## config.mk

```make
export PLATFORM = sky130hd
export DESIGN_NAME = acxd_top
export DESIGN_NICKNAME = d
export VERILOG_FILES = /design/src/hdl/acxd_pkg.sv /design/src/hdl/acxd_sync.sv /design/src/hdl/acxd_top.sv
export SDC_FILE = /design/constraint.sdc
export NUM_CORES = 1
export LEC_CHECK = 0
export BUFFER_PORTS_ARGS = -buffer_cell sky130_fd_sc_hd__buf_2
export CORE_MARGIN = 3
export CORE_UTILIZATION = 55
export CTS_CLUSTER_SIZE = 10
export DETAILED_ROUTE_END_ITERATION = 7
export HOLD_SLACK_MARGIN = 0.08
export PLACE_DENSITY = 0.73
export SKIP_CTS_REPAIR_TIMING = 1
export SYNTH_ARGS = -nofsm -noshare
export SYNTH_HDL_FRONTEND = slang
export SYNTH_SLANG_ARGS = --single-unit
```

## constraint.sdc

```tcl
create_clock -name clk -period 2.25 [get_ports clk]
set_input_delay 0.45 -clock clk [delete_from_list [all_inputs] [get_ports clk]]
set_output_delay 0.45 -clock clk [all_outputs]
set_load 0.01 [all_outputs]
```

## src/hdl/acxd_pkg.sv

```systemverilog
// Package for the ac excitation phase driver.
// Assumes a single 50 MHz clock domain and an active high async reset.
package acxd_pkg;

    // Phase levels while excitation is off
    localparam logic RST_PHASE_A = 1'b1;
    localparam logic RST_PHASE_B = 1'b0;

    // Non-overlap gap: one master clock period
    localparam int   GAP_CYCLES  = 1;
    localparam int   CNT_W       = 16;

    // Sequencer states, Gray coded along the cycle
    typedef enum logic [1:0] {
        ACXD_A_ON  = 2'b00,
        ACXD_GAP_B = 2'b01,
        ACXD_B_ON  = 2'b11,
        ACXD_GAP_A = 2'b10
    } acxd_state_t;

    // Four pin levels travel together
    typedef struct packed {
        logic phase_a;
        logic phase_a_n;
        logic phase_b;
        logic phase_b_n;
    } acxd_pins_t;

endpackage

```

## src/hdl/acxd_sync.sv

```systemverilog
// Two-flop synchroniser for one level input.
// Assumes the input is asynchronous to clk.
`timescale 1ns/1ps
module acxd_sync
(
    // Clock and reset
    input  wire logic clk,
    input  wire logic rst,
    // Level in and out
    input  wire logic d,
    output logic      q
);
    logic meta_r;
    logic meta_nxt;
    logic q_nxt;

    always_comb
    begin
        meta_nxt = d;
        q_nxt    = meta_r;
    end

    always_ff @(posedge clk or posedge rst)
    begin
        if (rst)
        begin
            meta_r <= 1'b0;
            q      <= 1'b0;
        end
        else
        begin
            meta_r <= meta_nxt;
            q      <= q_nxt;
        end
    end
endmodule

```

## src/hdl/acxd_top.sv

```systemverilog
// Bridge excitation reversal phase driver, four registered outputs.
// Assumes enable and reverse request come from pins, so they are synchronised.
`timescale 1ns/1ps
module acxd_top
    import acxd_pkg::*;
#(
    // Gap length in master clock cycles, one or more
    parameter int GAP_LEN = GAP_CYCLES
)
(
    // Clock and reset
    input  wire logic clk,
    input  wire logic rst,
    // Control
    input  wire logic ac_excitation_enable,
    input  wire logic reverse_req,
    // Bridge switch drive
    output logic      excite_phase_a,
    output logic      excite_phase_a_n,
    output logic      excite_phase_b,
    output logic      excite_phase_b_n
);
    // Gap timer limits, sized to the counter
    localparam logic [CNT_W-1:0] GAP_LAST = CNT_W'(GAP_LEN - 1);
    localparam logic [CNT_W-1:0] CNT_ONE  = CNT_W'(1);

    // Rest image while excitation is off
    localparam acxd_pins_t REST_PINS = '{RST_PHASE_A, ~RST_PHASE_A,
                                         RST_PHASE_B, ~RST_PHASE_B};

    // Synchronised pin levels
    logic             en_s;
    logic             rev_s;

    // Sequencer
    acxd_state_t      st_r;
    acxd_state_t      st_nxt;

    // Gap timer
    logic [CNT_W-1:0] gap_cnt_r;
    logic [CNT_W-1:0] gap_cnt_nxt;
    logic             in_gap;
    logic             gap_done;

    // Registered pin image
    acxd_pins_t       pins_r;
    acxd_pins_t       pins_nxt;

    // Both control pins are asynchronous to clk

    acxd_sync u_sync_en
    (
        .clk (clk),
        .rst (rst),
        .d   (ac_excitation_enable),
        .q   (en_s)
    );

    acxd_sync u_sync_rev
    (
        .clk (clk),
        .rst (rst),
        .d   (reverse_req),
        .q   (rev_s)
    );

    // gap timer
    // Counts cycles in either gap state, clears on leaving it
    always_comb
    begin
        in_gap   = (st_r == ACXD_GAP_B) || (st_r == ACXD_GAP_A);
        gap_done = (gap_cnt_r == GAP_LAST);
        if (in_gap && !gap_done)
            gap_cnt_nxt = gap_cnt_r + CNT_ONE;
        else
            gap_cnt_nxt = '0;
    end

    always_ff @(posedge clk or posedge rst)
    begin
        if (rst)
            gap_cnt_r <= '0;
        else
            gap_cnt_r <= gap_cnt_nxt;
    end

    // phase sequencer
    // A request dropped mid gap still finishes the gap first
    always_comb
    begin
        st_nxt = st_r;
        unique case (st_r)
            ACXD_A_ON:
            begin
                if (en_s && rev_s)
                    st_nxt = ACXD_GAP_B;
            end
            ACXD_GAP_B:
            begin
                if (gap_done)
                    st_nxt = ACXD_B_ON;
            end
            ACXD_B_ON:
            begin
                if (!en_s || !rev_s)
                    st_nxt = ACXD_GAP_A;
            end
            ACXD_GAP_A:
            begin
                if (gap_done)
                    st_nxt = ACXD_A_ON;
            end
        endcase
    end

    always_ff @(posedge clk or posedge rst)
    begin
        if (rst)
            st_r <= ACXD_A_ON;
        else
            st_r <= st_nxt;
    end

    // levels per state, never both high
    always_comb
    begin
        pins_nxt = REST_PINS;
        unique case (st_nxt)
            ACXD_A_ON:
            begin
                pins_nxt.phase_a = 1'h1;
                pins_nxt.phase_b = 1'h0;
            end
            ACXD_GAP_B:
            begin
                pins_nxt.phase_a = 1'h0;
                pins_nxt.phase_b = 1'h0;
            end
            ACXD_B_ON:
            begin
                pins_nxt.phase_a = 1'h0;
                pins_nxt.phase_b = 1'h1;
            end
            ACXD_GAP_A:
            begin
                pins_nxt.phase_a = 1'h0;
                pins_nxt.phase_b = 1'h0;
            end
        endcase
        // off and idle rests at normal
        if (!en_s && st_r == ACXD_A_ON)
        begin
            pins_nxt.phase_a = RST_PHASE_A;
            pins_nxt.phase_b = RST_PHASE_B;
        end
        pins_nxt.phase_a_n = ~pins_nxt.phase_a;
        pins_nxt.phase_b_n = ~pins_nxt.phase_b;
    end

    always_ff @(posedge clk or posedge rst)
    begin
        if (rst)
            pins_r <= REST_PINS;
        else
            pins_r <= pins_nxt;
    end

    always_comb
    begin
        excite_phase_a   = pins_r.phase_a;
        excite_phase_a_n = pins_r.phase_a_n;
        excite_phase_b   = pins_r.phase_b;
        excite_phase_b_n = pins_r.phase_b_n;
    end
endmodule

```

==> results_dict.tcl <==
set metrics [dict create \
    status "complete, no violations" \
    ys_warn_count 0 \
    initial_core_util 0.611 \
    final_nets 138 \
    synth_area_um2 1270 \
    synth_ff_type "dfrtp_1" \
    h-tree-depth 1 \
    routed_wl_um 2220 \
    critPathKind "register to register" \
    dieHeight_um 54.1 \
    vias 910 \
    end_kind "register" \
    critPathBufInv 1 \
    finalCriticalPeriod_ns 1.84 \
    layout_worst_path_cycle_share 0.817 \
    grt_usage 0.197 \
    max-vdd-ir-drop_mv 0.642 \
    drive_gt1_frac 0.173 \
    io_pins 8 \
    setup_tns_ns 0 \
    ys_seq_elements 26 \
    ant_nets 0 \
    synth_top_area_share 0.472 \
    synth_edf_count 0 \
    critPathSlowestCell "a2111o_1" \
    dp_hpwl_um 1610 \
    yosysMostFrequentCell "dfrtp_1" \
    drtIter0Drc 15 \
    start_kind "register" \
    finalHoldViolCount 0 \
    setup_viol 0 \
    postPlaceCellArea_um2 1340 \
    slowest_delay_ns 0.49 \
    finClkSkew_ns 0.00498 \
    grt_setup_unrepaired "false" \
    clk_pin_slew_ns 0.13 \
    cap_viol_max_count 0 \
    drv_slew 0 \
    grt_pass1_vias 910 \
    cts.path.max_buffers 2 \
    synth_top_cells_by_area "dfrtp_1 47%, ha_1 5.9%, nor2_1 4.4%" \
    synth-async-reset-ratio 1.00 \
    syn_nets 126 \
    numPortBuffers 7 \
    antenna_cells 0 \
    cts_buffers 3 \
    syn_inst 116 \
    overflow 0 \
    crit_fanout 6 \
    critPathRequiredTime_ns 2.47 \
    drc 0 \
    gp_congestion 0.814 \
    fin_area_um2 1370 \
    cellPowerDensity_nw_per_um2 767 \
    syn_avg_cell_area_um2 11.0 \
    die_x_um 54.1 \
    ctsRootBufferMaster "clkbuf_4" \
    rows 16 \
    cp_cell_sequence "inv_1, ha_1, nor4b_2, nand4_2, a2111o_1, and2_1" \
    hold_class "primary input to asynchronous set/reset pin" \
    viasPerCell 5.91 \
    grt_max_degree 27 \
    numClockSinks 26 \
    antenna_found_initial 0 \
    ys_seq_area_frac 0.514 \
    arrival_ns 2.05 \
    grt_pass1_wl_um 4160 \
    fmax_mhz 544 \
    core_area_um2 2080 \
    cts_tree "built" \
    max_slew_margin 0.659 \
    synth_cell_types 32 \
    cp_top_family "simple AND/OR/NAND/NOR gates" \
    worst_slew_pin_slew_ns 0.510 \
    drt_first_pass_iters 4 \
    static-leakage-power_nw 0.590 \
    yosys-top-cells-count "24 x dfrtp_1, 15 x nor2_1, 10 x nand3_1" \
    yosysTopAreaCell "dfrtp_1" \
    wl_per_cell_um 14.4 \
    dieArea_um2 2920 \
    area_growth_pct 7.68 \
    worstSkewPairLatency_ns 0.31 \
]
[metrics by stage]
step	power [mW]	utilization	worst slack [ns]	hold WS, ns	instances
floorplan	0.775	-	0.583	0.331	116
global placement	0.841	0.645	0.522	0.335	150
detailed placement	0.853	0.645	0.441	0.340	150
CTS	1.05	0.657	0.416	0.161	154
global route	1.13	0.657	0.292	0.161	154
finish	1.05	0.657	0.412	0.160	154
[cell usage in the layout (no fill, tap or decap), types with 2 or more instances in the layout]
cell,synthesis,routed
dfrtp_1,24,24
clkbuf_4,0,3
xnor2_1,6,6
nor4_4,2,2
nand3_1,10,10
dfstp_2,2,2
xor2_1,6,6
a21oi_1,2,2
buf_2,1,7
ha_1,6,6
nor3_1,5,5
nor2_1,15,15
and3_1,2,2
nand4_1,5,5
and3_2,2,2
nand2_1,5,5
inv_1,7,7
[registers in the layout (all words and copies together) (netlist names)]
| register | flops |
|---|---|
| u_sync_en.meta_r | 1 |
| st_r | 2 |
| excite_phase_b | 1 |
| excite_phase_b_n | 1 |
| u_sync_rev.q | 1 |
| u_sync_en.q | 1 |
| u_sync_rev.meta_r | 1 |
| excite_phase_a_n | 1 |
| gap_cnt_r | 16 |
| excite_phase_a | 1 |
[worst reg2reg max path, cell delays in order, from the launching register on]
cell and delay, ns:
dfrtp_1 0.45, inv_1 0.08, ha_1 0.13, nor4b_2 0.21
nand4_2 0.20, a2111o_1 0.49, and2_1 0.18
[final cells by class]
type / count / area (um2)
fill: 159 / 713
sequential: 26 / 653
multi-input combinational: 82 / 587
timing repair buffer: 8 / 42.5
tap: 27 / 33.8
clock buffer: 4 / 26.3
inverter: 7 / 26.3
[path summary, 6_finish.rpt]
| path | endpoint | depth (start not counted) | slack, ns | startpoint |
|---|---|---|---|---|
| worst min register to register | u_sync_en.q | 0 | 0.37 | u_sync_en.meta_r |
| max in group asynchronous | excite_phase_a | 3 | 1.80 | rst |
| worst max register to register | st_r[1] | 6 | 0.41 | gap_cnt_r[0] |
| min in group clk | u_sync_en.meta_r | 1 | 0.23 | ac_excitation_enable |
| worst max-delay path | st_r[1] | 6 | 0.41 | gap_cnt_r[0] |
| worst min-delay path | gap_cnt_r[14] | 3 | 0.16 | rst |
[kinds of logic (layout without fill, tap and decap cells)]
family,after synthesis,after routing,share of synthesized area
and+or+nand+nor,53,53,0.252
DFF,26,26,0.514
xor gates and xnor gates,12,12,0.0827
AOI/OAI and AO/OA,11,11,0.0679
buffers and inverters,8,19,0.0246
adders and majority gates,6,6,0.0591
[power breakdown]
part / switching (mW) / internal [mW] / leakage [nW] / total [mW]
Sequential: 0.0363 / 0.529 / 0.342 / 0.565
Clock: 0.129 / 0.0692 / 0.0150 / 0.198
Combinational: 0.162 / 0.125 / 0.233 / 0.287
Total: 0.327 / 0.723 / 0.590 / 1.05
[per-layer routing]
| metal | track usage | routed length, um | up-vias |
|---|---|---|---|
| met5 | 0 | 0 | - |
| met4 | 0.0622 | 14 | 0 |
| met3 | 0.0332 | 77 | 4 |
| met2 | 0.313 | 1040 | 19 |
| met1 | 0.272 | 1080 | 448 |
| li1 | - | - | 439 |
Note: power is estimated with default switching activity, not from simulation.
